`src/rtl/pgm_regs.svh`:
```
`ifndef PGM_REGS_SVH
`define PGM_REGS_SVH
// register offsets on the plain register port
`define PGM_OFS_NARROW_DIR 8'h00
`define PGM_OFS_NARROW_DATA 8'h01
`define PGM_OFS_WIDE_DIR 8'h02
`define PGM_OFS_WIDE_DATA 8'h03
// port widths
`define PGM_NARROW_W 3
`define PGM_WIDE_W 8
// reset values of the implemented bits
`define PGM_NARROW_RST 3'h0
`define PGM_WIDE_RST 8'h00
// readback of the reserved upper narrow bits
`define PGM_NARROW_RSVD 5'h1f
// fixed answer for write-only direction reads
`define PGM_DIR_READ 8'hff
// answer for an unmapped address
`define PGM_UNMAPPED 8'h00
// shared clock pin position and rx / tx pin positions
`define PGM_CLK_BIT 2
`define PGM_RXD_BIT 1
`define PGM_TXD_BIT 0
`endif

```
`src/rtl/pgm_pkg.sv`:
```
package pgm_pkg;
   // function of the pin shared by serial clock and i2c clock
   typedef enum logic [3:0] {
      PGM_CLK_GPIO = 4'b0001,
      PGM_CLK_SCK_OUT = 4'b0010,
      PGM_CLK_SCK_IN = 4'b0100,
      PGM_CLK_SCL = 4'b1000
   } pgm_clk_mode_t;
endpackage : pgm_pkg

```
`src/rtl/pgm_port_if.sv`:
```
`timescale 1ns/1ps
// register strobes and port state between top and a port slice
interface pgm_port_if #(parameter int W = 8);
   logic dir_we; // direction write strobe
   logic data_we; // data write strobe
   logic [W-1:0] wdata; // write data
   logic [W-1:0] level; // synchronised pin levels
   logic [W-1:0] dir; // direction register
   logic [W-1:0] data; // data register
   logic [W-1:0] read_val; // port read value
   modport slice (input dir_we, data_we, wdata, level,
      output dir, data, read_val);
   modport ctl (output dir_we, data_we, wdata, level,
      input dir, data, read_val);
endinterface : pgm_port_if

```
`src/rtl/pgm_gpio_top.sv`:
```
// Overview of operation
// (RL1) narrow port has three pins, dir and data
// (RL2) narrow direction 1 output, 0 input
// (RL3) narrow data drives plain gpio outputs
// (RL4) narrow output bits read back data register
// (RL5) narrow input bits read sampled pin level
// (RL6) narrow upper five bits stay all ones
// (RL7) standby resets serial; pins follow i2c, gpio
// (RL8) i2c enable makes clock pin open drain
// (RL9) clock pin: sck in, sck out, or gpio
// (RL10) receive enable makes rx pin serial input
// (RL11) transmit enable makes tx pin serial output
// (RL12) wide port has eight pins, dir and data
// (RL13) wide direction 1 output, resets to 0
// (RL14) wide data drives outputs, resets to zero
// (RL15) wide output bits read back data register
// (RL16) wide input bits read sampled pin level
// (RL17) narrow reserved writes ignored, read ones
// (RL18) direction reads fixed pattern, no effect
`timescale 1ns/1ps
`include "pgm_regs.svh"
module pgm_gpio_top
   import pgm_pkg::*;
(
   // clock and reset
   input wire logic sys_clk_in,
   input wire logic rst_n_in,
   // register port
   input wire logic [7:0] reg_addr_in,
   input wire logic [7:0] reg_wdata_in,
   input wire logic reg_wr_in,
   input wire logic reg_rd_in,
   output logic [7:0] reg_rdata_out,
   // control bits of serial and i2c units
   input wire logic standby_in,
   input wire logic i2c_enable_in,
   input wire logic serial_clock_enable_1_in,
   input wire logic serial_clock_enable_0_in,
   input wire logic serial_sync_mode_in,
   input wire logic serial_receive_enable_in,
   input wire logic serial_transmit_enable_in,
   // serial and i2c unit signals
   input wire logic serial_clock_drive_in,
   input wire logic serial_txd_in,
   input wire logic i2c_clock_low_in,
   output logic serial_clock_rx_out,
   output logic serial_rxd_out,
   output logic i2c_clock_level_out,
   // narrow port pins
   input wire logic [2:0] narrow_pin_in,
   output logic [2:0] narrow_pin_out,
   output logic [2:0] narrow_pin_oe_out,
   // wide port pins
   input wire logic [7:0] wide_pin_in,
   output logic [7:0] wide_pin_out,
   output logic [7:0] wide_pin_oe_out
);
   localparam int NW = `PGM_NARROW_W;
   localparam int WW = `PGM_WIDE_W;
   localparam int CB = `PGM_CLK_BIT;
   localparam int RB = `PGM_RXD_BIT;
   localparam int TB = `PGM_TXD_BIT;

   ////////////////////////////////////////////////////////////////////
   // port slices and pin synchronisers
   ////////////////////////////////////////////////////////////////////
   pgm_port_if #(.W(NW)) narrow_if (); // narrow port carrier
   pgm_port_if #(.W(WW)) wide_if (); // wide port carrier
   logic [NW-1:0] narrow_lvl; // synced narrow pins
   logic [WW-1:0] wide_lvl; // synced wide pins

   // narrow pins pass two flops before anything reads them
   pgm_sync #(.W(NW)) u_narrow_sync (
      .sys_clk_in(sys_clk_in),
      .rst_n_in(rst_n_in),
      .async_in(narrow_pin_in),
      .sync_out(narrow_lvl)
   );
   // wide pins likewise
   pgm_sync #(.W(WW)) u_wide_sync (
      .sys_clk_in(sys_clk_in),
      .rst_n_in(rst_n_in),
      .async_in(wide_pin_in),
      .sync_out(wide_lvl)
   );
   // three pin narrow port
   pgm_port #(.W(NW), .RST(`PGM_NARROW_RST)) u_narrow ( // see (RL1)
      .sys_clk_in(sys_clk_in),
      .rst_n_in(rst_n_in),
      .port(narrow_if.slice)
   );
   // eight pin wide port, everything reset to zero
   pgm_port #(.W(WW), .RST(`PGM_WIDE_RST)) u_wide ( // see (RL12)
      .sys_clk_in(sys_clk_in),
      .rst_n_in(rst_n_in),
      .port(wide_if.slice)
   );

   ////////////////////////////////////////////////////////////////////
   // write decode
   ////////////////////////////////////////////////////////////////////
   wire hit_ndir = reg_addr_in == `PGM_OFS_NARROW_DIR; // offset hits
   wire hit_ndat = reg_addr_in == `PGM_OFS_NARROW_DATA;
   wire hit_wdir = reg_addr_in == `PGM_OFS_WIDE_DIR;
   wire hit_wdat = reg_addr_in == `PGM_OFS_WIDE_DATA;

   // upper narrow bits are simply dropped on write
   assign narrow_if.wdata = reg_wdata_in[NW-1:0]; // see (RL17)
   assign narrow_if.dir_we = reg_wr_in && hit_ndir;
   assign narrow_if.data_we = reg_wr_in && hit_ndat;
   assign narrow_if.level = narrow_lvl;
   assign wide_if.wdata = reg_wdata_in;
   assign wide_if.dir_we = reg_wr_in && hit_wdir;
   assign wide_if.data_we = reg_wr_in && hit_wdat;
   assign wide_if.level = wide_lvl;

   ////////////////////////////////////////////////////////////////////
   // read path
   ////////////////////////////////////////////////////////////////////
   logic [7:0] rdata_reg; // read data, valid the cycle after strobe
   logic [7:0] rdata_next; // selected read value

   // decode priority chain; reads never touch port state
   always_comb begin
      if (hit_ndat) begin
         // reserved bits read as ones
         rdata_next = {`PGM_NARROW_RSVD, narrow_if.read_val}; // see (RL6)
      end else if (hit_wdat) begin
         rdata_next = wide_if.read_val; // see (RL15) (RL16)
      end else if (hit_ndir || hit_wdir) begin
         // write-only: fixed pattern, nothing exposed
         rdata_next = `PGM_DIR_READ; // see (RL18)
      end else begin
         // unmapped address
         rdata_next = `PGM_UNMAPPED;
      end
   end

   // hold read data for exactly one cycle after a read strobe
   always_ff @(posedge sys_clk_in or negedge rst_n_in) begin
      if (!rst_n_in) begin
         rdata_reg <= `PGM_UNMAPPED;
      end else if (reg_rd_in) begin
         rdata_reg <= rdata_next;
      end else begin
         rdata_reg <= `PGM_UNMAPPED;
      end
   end
   assign reg_rdata_out = rdata_reg;

   ////////////////////////////////////////////////////////////////////
   // narrow pin function select
   ////////////////////////////////////////////////////////////////////
   // serial unit is held in reset during standby, so its enables
   // are forced off here; the i2c enable is not affected
   wire serial_clock_enable_1_eff = serial_clock_enable_1_in && !standby_in; // see (RL7)
   wire serial_clock_enable_0_eff = serial_clock_enable_0_in && !standby_in;
   wire sync_eff = serial_sync_mode_in && !standby_in;
   wire re_eff = serial_receive_enable_in && !standby_in;
   wire te_eff = serial_transmit_enable_in && !standby_in;
   pgm_clk_mode_t clk_mode; // shared clock pin function

   // i2c wins; then clock input; then clock output; else gpio
   assign clk_mode = i2c_enable_in ? PGM_CLK_SCL : // see (RL8)
      serial_clock_enable_1_eff ? PGM_CLK_SCK_IN : // see (RL9)
      (sync_eff || serial_clock_enable_0_eff) ? PGM_CLK_SCK_OUT :
      PGM_CLK_GPIO;

   // next pin drive for the shared clock pin
   wire clk_out_next = (clk_mode == PGM_CLK_SCK_OUT) ?
      serial_clock_drive_in :
      (clk_mode == PGM_CLK_GPIO) ? narrow_if.data[CB] : 1'b0;
   // open drain in i2c mode: enable only while pulling low
   wire clk_oe_next = (clk_mode == PGM_CLK_SCL) ? i2c_clock_low_in :
      (clk_mode == PGM_CLK_SCK_OUT) ? 1'b1 :
      (clk_mode == PGM_CLK_GPIO) ? narrow_if.dir[CB] : 1'b0;
   // receive pin: input to serial unit or gpio
   wire rx_out_next = !re_eff && narrow_if.data[RB]; // see (RL10)
   wire rx_oe_next = !re_eff && narrow_if.dir[RB];
   // transmit pin: serial data or gpio
   wire tx_out_next = te_eff ? serial_txd_in : // see (RL11)
      narrow_if.data[TB]; // see (RL3)
   wire tx_oe_next = te_eff || narrow_if.dir[TB]; // see (RL2)

   ////////////////////////////////////////////////////////////////////
   // pin output registers
   ////////////////////////////////////////////////////////////////////
   logic [NW-1:0] narrow_out_reg; // narrow pin levels driven
   logic [NW-1:0] narrow_oe_reg; // narrow pin enables
   logic [WW-1:0] wide_out_reg; // wide pin levels driven
   logic [WW-1:0] wide_oe_reg; // wide pin enables
   logic sck_rx_reg; // clock to serial unit
   logic rxd_reg; // receive data to serial unit
   logic scl_lvl_reg; // i2c clock level to i2c unit

   // registering costs one cycle of latency but keeps pins glitch-free
   always_ff @(posedge sys_clk_in or negedge rst_n_in) begin
      if (!rst_n_in) begin
         narrow_out_reg <= `PGM_NARROW_RST;
         narrow_oe_reg <= `PGM_NARROW_RST;
         wide_out_reg <= `PGM_WIDE_RST;
         wide_oe_reg <= `PGM_WIDE_RST;
      end else begin
         narrow_out_reg <= {clk_out_next, rx_out_next, tx_out_next};
         narrow_oe_reg <= {clk_oe_next, rx_oe_next, tx_oe_next};
         wide_out_reg <= wide_if.data; // see (RL14)
         wide_oe_reg <= wide_if.dir; // see (RL13)
      end
   end

   // idle levels go high so units see an inactive line
   always_ff @(posedge sys_clk_in or negedge rst_n_in) begin
      if (!rst_n_in) begin
         sck_rx_reg <= 1'b1;
         rxd_reg <= 1'b1;
         scl_lvl_reg <= 1'b1;
      end else begin
         sck_rx_reg <= (clk_mode == PGM_CLK_SCK_IN) ? narrow_lvl[CB] : 1'b1;
         rxd_reg <= re_eff ? narrow_lvl[RB] : 1'b1;
         scl_lvl_reg <= (clk_mode == PGM_CLK_SCL) ? narrow_lvl[CB] : 1'b1;
      end
   end

   assign narrow_pin_out = narrow_out_reg;
   assign narrow_pin_oe_out = narrow_oe_reg;
   assign wide_pin_out = wide_out_reg;
   assign wide_pin_oe_out = wide_oe_reg;
   assign serial_clock_rx_out = sck_rx_reg;
   assign serial_rxd_out = rxd_reg;
   assign i2c_clock_level_out = scl_lvl_reg;

   ////////////////////////////////////////////////////////////////////
   // assertions
   ////////////////////////////////////////////////////////////////////
   // output narrow bits read back the stored data
   a_narrow_read_out: assert property ( // see (RL4)
      @(posedge sys_clk_in) disable iff (!rst_n_in)
      reg_rd_in && hit_ndat
      |=> (reg_rdata_out[NW-1:0] & $past(narrow_if.dir))
      == ($past(narrow_if.data) & $past(narrow_if.dir)))
      else $error("narrow output read not data register");

   // input narrow bits read the synced pins
   a_narrow_read_in: assert property ( // see (RL5)
      @(posedge sys_clk_in) disable iff (!rst_n_in)
      reg_rd_in && hit_ndat && narrow_if.dir == 3'h0
      |=> reg_rdata_out[NW-1:0] == $past(narrow_lvl))
      else $error("narrow input read not pin level");

   // reserved bits always read as ones
   a_narrow_upper_ones: assert property ( // see (RL6) (RL17)
      @(posedge sys_clk_in) disable iff (!rst_n_in)
      reg_rd_in && hit_ndat |=> reg_rdata_out[7:NW] == 5'h1f)
      else $error("narrow reserved bits not ones");

   // direction reads give the fixed pattern and change nothing
   a_dir_read_fixed: assert property ( // see (RL18)
      @(posedge sys_clk_in) disable iff (!rst_n_in)
      reg_rd_in && !reg_wr_in && (hit_ndir || hit_wdir)
      |=> reg_rdata_out == 8'hff && $stable(narrow_if.dir)
      && $stable(wide_if.dir))
      else $error("direction read not fixed or had effect");

   // i2c clock pin never drives high
   a_scl_open_drain: assert property ( // see (RL8)
      @(posedge sys_clk_in) disable iff (!rst_n_in)
      i2c_enable_in |=> !narrow_pin_out[CB]
      && narrow_pin_oe_out[CB] == $past(i2c_clock_low_in))
      else $error("i2c clock pin not open drain");

   // i2c unit sees the synced clock wire level
   a_scl_level: assert property ( // see (RL8)
      @(posedge sys_clk_in) disable iff (!rst_n_in)
      i2c_enable_in |=> i2c_clock_level_out == $past(narrow_lvl[CB]))
      else $error("i2c clock level not pin level");

   // serial clock input releases the pin
   a_sck_input: assert property ( // see (RL9)
      @(posedge sys_clk_in) disable iff (!rst_n_in)
      !i2c_enable_in && serial_clock_enable_1_in && !standby_in
      |=> !narrow_pin_oe_out[CB]
      && serial_clock_rx_out == $past(narrow_lvl[CB]))
      else $error("serial clock input mode wrong");

   // serial clock output drives the unit clock
   a_sck_output: assert property ( // see (RL9)
      @(posedge sys_clk_in) disable iff (!rst_n_in)
      !i2c_enable_in && !serial_clock_enable_1_in && !standby_in
      && (serial_sync_mode_in || serial_clock_enable_0_in)
      |=> narrow_pin_oe_out[CB]
      && narrow_pin_out[CB] == $past(serial_clock_drive_in))
      else $error("serial clock output mode wrong");

   // receive enable releases the rx pin
   a_rx_input: assert property ( // see (RL10)
      @(posedge sys_clk_in) disable iff (!rst_n_in)
      serial_receive_enable_in && !standby_in
      |=> !narrow_pin_oe_out[RB] && serial_rxd_out == $past(narrow_lvl[RB]))
      else $error("receive pin not serial input");

   // transmit enable drives serial data
   a_tx_output: assert property ( // see (RL11)
      @(posedge sys_clk_in) disable iff (!rst_n_in)
      serial_transmit_enable_in && !standby_in
      |=> narrow_pin_oe_out[TB] && narrow_pin_out[TB] == $past(serial_txd_in))
      else $error("transmit pin not serial output");

   // plain gpio on the shared clock pin follows its registers
   a_clk_gpio_mode: assert property ( // see (RL9) (RL2)
      @(posedge sys_clk_in) disable iff (!rst_n_in)
      !i2c_enable_in && (standby_in || (!serial_clock_enable_1_in
      && !serial_clock_enable_0_in && !serial_sync_mode_in))
      |=> narrow_pin_oe_out[CB] == $past(narrow_if.dir[CB])
      && narrow_pin_out[CB] == $past(narrow_if.data[CB]))
      else $error("clock pin gpio mode wrong");

   // without receive enable the rx pin is plain gpio, unit sees idle
   a_rx_gpio_mode: assert property ( // see (RL10) (RL3)
      @(posedge sys_clk_in) disable iff (!rst_n_in)
      !serial_receive_enable_in || standby_in
      |=> narrow_pin_oe_out[RB] == $past(narrow_if.dir[RB])
      && narrow_pin_out[RB] == $past(narrow_if.data[RB]) && serial_rxd_out)
      else $error("receive pin gpio mode wrong");

   // without transmit enable the tx pin is plain gpio
   a_tx_gpio_mode: assert property ( // see (RL11) (RL3)
      @(posedge sys_clk_in) disable iff (!rst_n_in)
      !serial_transmit_enable_in || standby_in
      |=> narrow_pin_oe_out[TB] == $past(narrow_if.dir[TB])
      && narrow_pin_out[TB] == $past(narrow_if.data[TB]))
      else $error("transmit pin gpio mode wrong");

   // in standby without i2c the narrow pins are plain gpio
   a_standby_gpio: assert property ( // see (RL7) (RL2) (RL3)
      @(posedge sys_clk_in) disable iff (!rst_n_in)
      standby_in && !i2c_enable_in
      |=> narrow_pin_oe_out == $past(narrow_if.dir)
      && (narrow_pin_out & narrow_pin_oe_out)
      == ($past(narrow_if.data) & narrow_pin_oe_out))
      else $error("standby pins not gpio");

   // wide pins follow the data register
   a_wide_drive: assert property ( // see (RL13) (RL14)
      @(posedge sys_clk_in) disable iff (!rst_n_in)
      reg_wr_in && hit_wdat |=> ##1 wide_pin_out == $past(reg_wdata_in, 2))
      else $error("wide data write not on pins");

   // wide direction writes reach the pin enables
   a_wide_dir_drive: assert property ( // see (RL13)
      @(posedge sys_clk_in) disable iff (!rst_n_in)
      reg_wr_in && hit_wdir |=> ##1 wide_pin_oe_out == $past(reg_wdata_in, 2))
      else $error("wide direction write not on pins");

   // wide read mixes data and pin level bit by bit
   a_wide_read: assert property ( // see (RL15) (RL16)
      @(posedge sys_clk_in) disable iff (!rst_n_in)
      reg_rd_in && hit_wdat |=> reg_rdata_out ==
      (($past(wide_if.dir) & $past(wide_if.data))
      | (~$past(wide_if.dir) & $past(wide_lvl))))
      else $error("wide read value wrong");
endmodule : pgm_gpio_top

```
`src/rtl/pgm_sync.sv`:
```
`timescale 1ns/1ps
// two-flop synchroniser for asynchronous pin levels
module pgm_sync #(
   parameter int W = 8
) (
   // clock and reset
   input wire logic sys_clk_in,
   input wire logic rst_n_in,
   // levels
   input wire logic [W-1:0] async_in,
   output logic [W-1:0] sync_out
);
   logic [W-1:0] meta_reg; // first stage, read only by second
   logic [W-1:0] sync_reg; // second stage
   if (W < 1) begin : g_bad_w
      $error("pgm_sync width must be positive");
   end
   // shift through two stages
   always_ff @(posedge sys_clk_in or negedge rst_n_in) begin
      if (!rst_n_in) begin
         meta_reg <= '0;
         sync_reg <= '0;
      end else begin
         meta_reg <= async_in;
         sync_reg <= meta_reg;
      end
   end
   assign sync_out = sync_reg;
endmodule : pgm_sync

```
`src/rtl/pgm_port.sv`:
```
`timescale 1ns/1ps
// one gpio port: direction and data registers plus read mux
module pgm_port #(
   parameter int W = 8,
   parameter logic [W-1:0] RST = '0
) (
   // clock and reset
   input wire logic sys_clk_in,
   input wire logic rst_n_in,
   // register side
   pgm_port_if.slice port
);
   logic [W-1:0] dir_reg; // 1 = output
   logic [W-1:0] data_reg; // output data
   if (W < 1 || W > 8) begin : g_bad_w
      $error("pgm_port width must be 1 to 8");
   end
   // per bit: stored data for outputs, pin level for inputs
   function automatic logic [W-1:0] read_mux(input logic [W-1:0] d,
      input logic [W-1:0] v, input logic [W-1:0] p);
      read_mux = (d & v) | (~d & p); // see (RL4) (RL5)
   endfunction : read_mux
   // register writes
   always_ff @(posedge sys_clk_in or negedge rst_n_in) begin
      if (!rst_n_in) begin
         dir_reg <= RST;
         data_reg <= RST;
      end else begin
         if (port.dir_we) begin
            dir_reg <= port.wdata;
         end
         if (port.data_we) begin
            data_reg <= port.wdata;
         end
      end
   end
   assign port.dir = dir_reg;
   assign port.data = data_reg;
   assign port.read_val = read_mux(dir_reg, data_reg, port.level);
endmodule : pgm_port

```
`config.mk`:
```
export PLATFORM = sky130hd
export DESIGN_NAME = pgm_gpio_top
export DESIGN_NICKNAME = d
export VERILOG_FILES = /design/src/rtl/pgm_pkg.sv /design/src/rtl/pgm_port_if.sv /design/src/rtl/pgm_gpio_top.sv /design/src/rtl/pgm_sync.sv /design/src/rtl/pgm_port.sv
export VERILOG_INCLUDE_DIRS = /design/src /design/src/rtl
export SDC_FILE = /design/constraint.sdc
export NUM_CORES = 1
export LEC_CHECK = 0
export BUFFER_PORTS_ARGS = -buffer_cell sky130_fd_sc_hd__buf_2
export CAP_MARGIN = 20
export CORE_MARGIN = 2
export CORE_UTILIZATION = 25
export DETAILED_ROUTE_END_ITERATION = 16
export GPL_TIMING_DRIVEN = 1
export SLEW_MARGIN = 20
export SYNTH_ARGS = -nofsm -noshare
export SYNTH_HDL_FRONTEND = slang
export SYNTH_SLANG_ARGS = --single-unit
```
`constraint.sdc`:
```
create_clock -name sys_clk_in -period 1.11 [get_ports sys_clk_in]
set_input_delay 0.222 -clock sys_clk_in [delete_from_list [all_inputs] [get_ports sys_clk_in]]
set_output_delay 0.222 -clock sys_clk_in [all_outputs]
set_load 0.01 [all_outputs]
```
Word level (Yosys, flattened, before mapping)
Cells that the tools add are included.

Bits in registers: 77. Output and inout bits: 33.

Multiplexer cells: 16. Equality and inequality tests: 7. Bitwise operators: 8. Reduce and logical (&&, ||, !) cells: 17.

Operators by type and width (count): $mux W8 (4); $and A8 B8 Y8 (2); $eq A8 B2 Y1 const B (2); $logic_and A1 B1 Y1 (11); $mux W1 (9); $eq A8 B1 Y1 const B (1); $logic_not A8 Y1 (1); $not A8 Y8 (1); $or A8 B8 Y8 (1); $and A3 B3 Y3 (2); $eq A4 B1 Y1 const B (1); $eq A4 B2 Y1 const B (1); $eq A4 B3 Y1 const B (1); $eq A4 B4 Y1 const B (1); $mux W4 (1); $logic_or A1 B1 Y1 (3); $mux W3 (1); $not A3 Y3 (1); $or A3 B3 Y3 (1); $logic_not A1 Y1 (2); $mux W2 (1).

Logic depth before layout (Yosys ltp)
Gate-level depths: netlist of run 1.

Depth after elaboration: 10. Mapped depth: 5.

Modules after synthesis
From an unflattened synthesis of run 1, not the netlist that was laid out.

Cell total of the unflattened synthesis: 155. Area total of the unflattened synthesis: 2665.1 sq um.

By module, submodules not included: pgm_gpio_top (sequential area each 829.5 sq um, instances 1, cells each 76, area each 1109.8 sq um); pgm_port (u_wide) (sequential area each 400.4 sq um, instances 1, cells each 42, area each 753.2 sq um); pgm_sync (u_wide_sync) (sequential area each 400.4 sq um, instances 1, cells each 16, area each 400.4 sq um); pgm_port (u_narrow) (sequential area each 150.1 sq um, instances 1, cells each 15, area each 251.5 sq um); pgm_sync (u_narrow_sync) (sequential area each 150.1 sq um, instances 1, cells each 6, area each 150.1 sq um).

Worst setup path before layout of run 1
OpenSTA, ideal clock, no wires.

Kind: in2reg. Start point: input port reg_addr_in[1]. End point: register u_wide.data_reg[0] (netlist: u_wide.port.data[0]). Stages on the path: 5. Library setup time: 0.125 ns. Slack: -0.181 ns. Arrival time: 1.166 ns. Data required time: 0.985 ns. Buffers on the path: 2. Cells stage by stage: buf_4 > and2_1 > clkbuf_1 > nand3_2 > mux2_2.

Word-level cells in the longest chain between the ends: 2.

RTL lines: from (decl) (RTL line pgm_gpio_top.sv:29) `input wire logic [7:0] reg_addr_in,`; $eq A8 B2 Y1 (no source line); $logic_and A1 B1 Y1 (RTL line pgm_gpio_top.sv:114) `assign wide_if.data_we = reg_wr_in && hit_wdat;`; to (signal assigned) (RTL line pgm_port.sv:33) `data_reg <= port.wdata;`; to (decl) (RTL line pgm_port.sv:14) `logic [W-1:0] data_reg;`.

Every way passes these cells. A chain may end at the register's enable or synchronous reset.

Worst setup path in the final report of run 1
Start point: register sck_rx_reg (netlist: serial_clock_rx_out). End point: output port serial_clock_rx_out.

RTL lines: from (decl) (RTL line pgm_gpio_top.sv:192) `logic sck_rx_reg;`; from (signal assigned) (RTL line pgm_gpio_top.sv:218) `sck_rx_reg <= (clk_mode == PGM_CLK_SCK_IN) ? narrow_lvl[CB] : 1'b1;`; to (decl) (RTL line pgm_gpio_top.sv:46) `output logic serial_clock_rx_out,`.

No word-level cell between the ends.

==> results of run 1 <==
path summary, 6_finish.rpt:
path                                                      from                                   to  cells after the start
hold / removal                                   i2c_enable_in        i2c_clock_level_out$_DFF_PN1_                      2
setup / recovery                 serial_clock_rx_out$_DFF_PN1_                  serial_clock_rx_out                      1
setup reg to reg                u_wide.port.dir[0]$_DFFE_PN0P_           reg_rdata_out[0]$_DFF_PN0_                      3
max in group asynchronous                             rst_n_in      u_wide.port.data[4]$_DFFE_PN0P_                      3
min in group asynchronous                             rst_n_in  u_narrow_sync.sync_out[1]$_DFF_PN0_                      2
hold reg to reg            u_narrow_sync.meta_reg[2]$_DFF_PN0_  u_narrow_sync.sync_out[2]$_DFF_PN0_                      0
layer usage:
| layer | vias up | GRT usage (%) |
|---|---|---|
| li1 | 735 | - |
| met1 | 778 | 12.4 |
| met2 | 44 | 15.3 |
| met3 | 7 | 4.21 |
| met4 | 0 | 4.23 |
| met5 | - | 0 |
metrics by stage:
stage / cell area, sq um / setup WS (ns) / TNS (ns) / power, uW
finish: 3590 / -0.0815 / -0.232 / 5550
detailed placement: 3230 / -0.351 / -8.41 / 3430
global placement: 3230 / -0.347 / -8.24 / 3420
global route: 3590 / -0.114 / -0.596 / 5820
floorplan: 2590 / -0.174 / -3.41 / 3170
CTS: 3580 / -0.106 / -0.357 / 5640
power by group through the flow:
stage / registers (uW) / clock network (uW) / logic [uW]
6_report: 2980 / 2150 / 419
5_1_grt: 3000 / 2350 / 467
4_1_cts: 2990 / 2220 / 426
3_5_place_dp: 3040 / 0 / 388
3_3_place_gp: 3040 / 0 / 379
2_1_floorplan: 3050 / 0 / 116
cell usage in the layout, fill, tap and decap left out, drive strengths merged:
| cell type | count |
|---|---|
| dfstp | 3 |
| nor2 | 2 |
| and2 | 3 |
| nand2b | 3 |
| clkinv | 2 |
| nand2 | 1 |
| or2 | 2 |
| nor4 | 1 |
| mux2i | 12 |
| a21bo | 1 |
| o21ai | 1 |
| mux2 | 26 |
| nor3b | 2 |
| clkinvlp | 1 |
| dlygate4sd3 | 12 |
| buf | 86 |
| bufinv | 1 |
| or3 | 1 |
| a21oi | 8 |
| o21bai | 1 |
| nor2b | 1 |
| clkbuf | 10 |
| nand4b | 2 |
| nand3 | 3 |
| dfrtp | 74 |
| inv | 3 |
cell families (layout without fill, tap and decap cells):
kind of cell / after synthesis / after routing
flops: 77 / 77
simple gates: 21 / 21
buf+inv: 3 / 115
mux: 38 / 38
compound gates: 11 / 11
final cells by class:
class,count,area (sq um)
repair buffers,98,636
clock buffers,10,138
inverters,1,3.75
multi-input cells,70,643
well taps,136,170
clock inverters,6,68.8
flip-flops and latches,77,1930
fillers,1006,6600
timing repair:
item	CTS	global route
hold buffers	12	0
setup endpoints to repair	10	23
setup buffers	0	1
hold endpoints to repair	88	0
gates resized for setup	3	1
pin swaps	0	0
==> flow_metrics.py, run 1 <==
metrics = {
    "outcome": {
        "status": "finished with violations",
        "violations": "setup timing",
    },
    "drt": {
        "drtIter0Drc": 82,
        "drt_pass1_iterations": 4,
        "drc_errors": 0,
        "routed_wl_mm": 5.16,
        "wl_met3_um": 322,
        "wl_per_cell_um": 13.0,
        "dr_total_vias": 1564,
        "met1_length_mm": 2.34,
        "vias_per_cell": 3.93,
        "route.antenna.remaining_nets": 0,
        "dr_wl_met2_mm": 2.41,
        "top_layer": "met4",
    },
    "pwr": {
        "p_leak_uw": 0.00183,
        "p_sw_uw": 1280,
        "p_seq_share_pct": 53.7,
        "sw_frac_of_total_pct": 23.1,
        "vdd_drop_max_mv": 0.579,
        "p_comb_share_pct": 7.6,
        "p_clk_share_pct": 38.7,
        "p_int_uw": 4270,
        "powerDensity_nw_per_um2": 1550,
    },
    "final_layout": {
        "fin_nets": 298,
        "layout.cells.non_filler": 398,
        "final_util_pct": 35.2,
        "antennaDiodeCount": 0,
        "drive_gt1_share_pct": 52.7,
        "layout-area-overhead-vs-synth_pct": 38.7,
    },
    "worst_setup_path": {
        "slowest_delay_ns": 0.53,
        "critical_path_class": "reg2out",
        "reg2reg_slack_ns": 0.08,
        "cp_num_buf_inv": 1,
        "critical_path.slowest_cell": "dfstp_2",
        "end_kind": "output port",
        "path_cells": "buf_6",
        "path_max_fanout": 1,
        "cp_data_required_time_ns": 0.89,
        "crit_family": "flip-flops",
        "startpoint_type": "flop",
        "arrival_ns": 0.97,
    },
    "sta": {
        "finalHoldViolCount": 0,
        "period_needed_ns": 1.19,
        "rsz0062_at_grt": "true",
        "period_share_pct": 107,
        "drv_slew": 0,
        "finalClockSkew_ns": 0.00928,
        "hold_ws_ns": 0.0511,
        "max_freq_mhz": 839,
        "fin_ws_ns": -0.0815,
        "relSlewSlack_pct": 86.2,
        "tightest_slew_ns": 0.202,
        "setup_violations": 3,
    },
    "floorplanning": {
        "pin_count": 74,
        "die_w_um": 106,
        "design.core.area_sq_um": 10200,
        "die_area_sq_um": 11200,
        "rows": 37,
        "start_util_pct": 25.4,
        "die_h_um": 106,
    },
    "cts": {
        "cts_tree": "yes",
        "clk_latency_ns": 0.35,
        "cts-root-buf": "clkbuf_8",
        "numCtsBuffers": 9,
        "clkTransAtPathRegs_ns": 0.07,
        "cts.sinks": 77,
        "htree_num_levels": 3,
        "cts_buffer_depth": 2,
    },
    "yosys": {
        "async_reset_ff_share_pct": 100,
        "yosysTopAreaCell": "dfrtp_1",
        "yosysSeqAreaShare_pct": 74.6,
        "syn_area_per_cell_sq_um": 17.3,
        "yosys.area_share.simple_pct": 6.48,
        "synthXorXnorAreaFrac_pct": 0,
        "synth.distinct_cells": 25,
        "yosys-top-cells-area": "dfrtp_1 (72%), mux2_2 (11%), mux2i_1 (4.6%), dfstp_2 (3.0%), a21oi_1 (1.5%)",
        "synth_top_family_by_area": "multiplexers",
        "synth_mux_area_share_pct": 15.9,
        "synth_edf_count": 0,
        "synth_fp_nets": 191,
        "yosys_most_used_dff": "dfrtp_1",
        "synth_compound_area_share_pct": 2.42,
        "post-synth-top-count-cell": "dfrtp_1",
        "synth_common_cells": "dfrtp_1 (74), mux2_2 (26), mux2i_1 (12)",
        "synth.top_cell.area_share_pct": 71.5,
        "synth_cells": 150,
        "yosysWarnings": 0,
        "syn_area_sq_um": 2590,
        "synthAdderAreaFrac_pct": 0,
        "synth_seq_cells": 77,
    },
    "place": {
        "post-place-cells": 369,
        "numPortBuffers": 73,
        "gp_congestion": 0.682,
        "dp_hpwl_mm": 3.87,
    },
    "global_route": {
        "grt_start_max_net_pins": 39,
        "grt_use_total_pct": 10.0,
        "antenna_found_initial": 0,
        "grt_pass1_wl_mm": 8.31,
        "grt_overflow": 0,
        "first_global_vias": 1675,
    },
    "min_path": {
        "hp-class": "in2reg",
    },
    "flow_run": {
        "max_cap_viol_count": 0,
    },
}
(Power assumes the default switching activity.)
==> run 2: changes to the inputs <==
==> constraint.sdc (replaced) <==
create_clock -name sys_clk_in -period 1.4 [get_ports sys_clk_in]
set_input_delay 0.28 -clock sys_clk_in [delete_from_list [all_inputs] [get_ports sys_clk_in]]
set_output_delay 0.28 -clock sys_clk_in [all_outputs]
set_load 0.01 [all_outputs]
==> flow_metrics.py, run 2 (synthesis results as in run 1) <==
metrics = {
    "sta": {
        "finalClockSkew_ns": 0.0122,
        "relSlewSlack_pct": 77.9,
        "setup_violations": 0,
        "period_share_pct": 89.4,
        "rsz0062_at_grt": "false",
        "finalHoldViolCount": 0,
        "max_freq_mhz": 799,
        "period_needed_ns": 1.25,
        "drv_slew": 0,
        "fin_setup_tns_ns": 0,
        "tightest_slew_ns": 0.331,
    },
    "cts": {
        "cts-root-buf": "clkbuf_8",
        "cts.sinks": 77,
        "cts_buffer_depth": 2,
        "cts_tree": "yes",
        "clkTransAtPathRegs_ns": 0.08,
        "numCtsBuffers": 9,
        "htree_num_levels": 3,
        "clk_latency_ns": 0.34,
        "post_cts_buffers": 0,
    },
    "drt": {
        "wl_per_cell_um": 13.7,
        "route.antenna.remaining_nets": 0,
        "drtIter0Drc": 64,
        "routed_wl_mm": 5.20,
        "top_layer": "met4",
        "vias_per_cell": 3.92,
        "met1_length_mm": 2.35,
        "drt_pass1_iterations": 4,
        "drc_errors": 0,
        "dr_total_vias": 1495,
        "wl_met3_um": 393,
        "dr_wl_met2_mm": 2.42,
    },
    "worst_setup_path": {
        "startpoint_type": "flop",
        "timing.rr.end": "reg_rdata_out[2]$_DFF_PN0_",
        "path_max_fanout": 1,
        "path_cells": "buf_2",
        "crit_family": "flip-flops",
        "arrival_ns": 0.97,
        "cp_data_required_time_ns": 1.12,
        "slowest_delay_ns": 0.52,
        "cp_num_buf_inv": 1,
        "reg2reg_slack_ns": 0.31,
        "critical_path_class": "reg2out",
        "rr_worst_depth": 3,
        "reg2reg_from": "u_narrow.port.dir[2]$_DFFE_PN0P_",
        "end_kind": "output port",
        "critical_path.slowest_cell": "dfstp_2",
    },
    "pwr": {
        "vdd_drop_max_mv": 0.521,
        "finalPower_uw": 4490,
        "powerDensity_nw_per_um2": 1320,
        "p_leak_uw": 0.00176,
    },
    "floorplanning": {
        "pin_count": 74,
        "design.core.area_sq_um": 10200,
        "start_util_pct": 25.4,
        "die_w_um": 106,
        "die_area_sq_um": 11200,
        "rows": 37,
        "die_h_um": 106,
    },
    "place": {
        "dp_hpwl_mm": 3.81,
        "gp_congestion": 0.727,
        "numPortBuffers": 73,
    },
    "final_layout": {
        "drive_gt1_share_pct": 53.5,
        "fill_cells": 1036,
        "multiInputGateArea_sq_um": 643,
        "layout-area-overhead-vs-synth_pct": 31.8,
        "final_common_cell": "dfrtp_1",
        "final_cell_mix": "dfrtp_1 (74), buf_2 (72), mux2_2 (26)",
        "final_util_pct": 33.5,
        "antennaDiodeCount": 0,
        "register_area_sq_um": 1930,
        "fin_nets": 281,
    },
    "min_path": {
        "min_from": "wide_pin_in[5]",
        "hold_depth": 1,
        "hp-class": "in2reg",
        "hold-path-endpoint": "u_wide_sync.meta_reg[5]$_DFF_PN0_",
    },
    "global_route": {
        "first_global_vias": 1555,
        "grt_start_max_net_pins": 65,
        "grt_pass1_wl_mm": 8.23,
        "grt_overflow": 0,
        "antenna_found_initial": 0,
        "grt_use_total_pct": 10.0,
    },
    "outcome": {
        "status": "completed",
    },
    "flow_run": {
        "max_cap_viol_count": 0,
    },
}
-- run 2: cell types whose count changed in the layout (fill, tap and decap cells not counted), sizes merged --
cell	before	now
buf	86	80
bufinv	1	2
clkinv	2	1
dlygate4sd3	12	1
-- run 2: worst max-delay path by stage --
stage	from	to	slack [ns]	cells after the start
2_1_floorplan	reg_addr_in[1]	u_wide.port.data[0]$_DFFE_PN0P_	0.05	5
3_3_place_gp	reg_addr_in[7]	u_wide.port.dir[3]$_DFFE_PN0P_	-0.13	5
3_5_place_dp	reg_addr_in[7]	u_wide.port.dir[5]$_DFFE_PN0P_	-0.12	5
4_1_cts	serial_clock_rx_out$_DFF_PN1_	serial_clock_rx_out	0.12	1
5_1_grt	serial_clock_rx_out$_DFF_PN1_	serial_clock_rx_out	0.11	1
6_report	serial_clock_rx_out$_DFF_PN1_	serial_clock_rx_out	0.15	1
-- run 2: metrics by stage --
stage | area [sq um] | cells | setup slack (ns) | hold WS, ns
after CTS | 3410 | 381 | 0.123 | 0.0183
after floorplan | 2590 | 150 | 0.0515 | -0.0156
after global placement | 3180 | 364 | -0.127 | 0.145
after global routing | 3410 | 381 | 0.106 | 0.00720
final | 3410 | 381 | 0.148 | 0.0368
after detailed placement | 3180 | 364 | -0.125 | 0.143
-- run 2: where the power goes --
part / internal [uW] / total, uW / switching, uW
combinational: 141 / 285 / 144
clock: 1020 / 1840 / 823
sequential: 2320 / 2370 / 44.4
total: 3480 / 4490 / 1010
-- run 2: layer usage --
layer / vias to the layer above / track usage [%]
li1: 698 / -
met1: 748 / 13.3
met2: 45 / 14.2
met3: 4 / 4.39
met4: 0 / 4.23
met5: - / 0
-- run 2: final cells by class --
type	count	share of cell area [%]
Multi-Input combinational cell	70	18.8
Clock inverter	6	2.75
Inverter	1	0.110
Clock buffer	10	3.74
Tap cell	136	4.99
Sequential cell	77	56.6
Timing Repair Buffer	81	13.0
-- run 2: what timing repair did --
item,CTS,global route
endpoints found under the hold margin,13,0
hold buffers,1,0
resized for setup,0,0
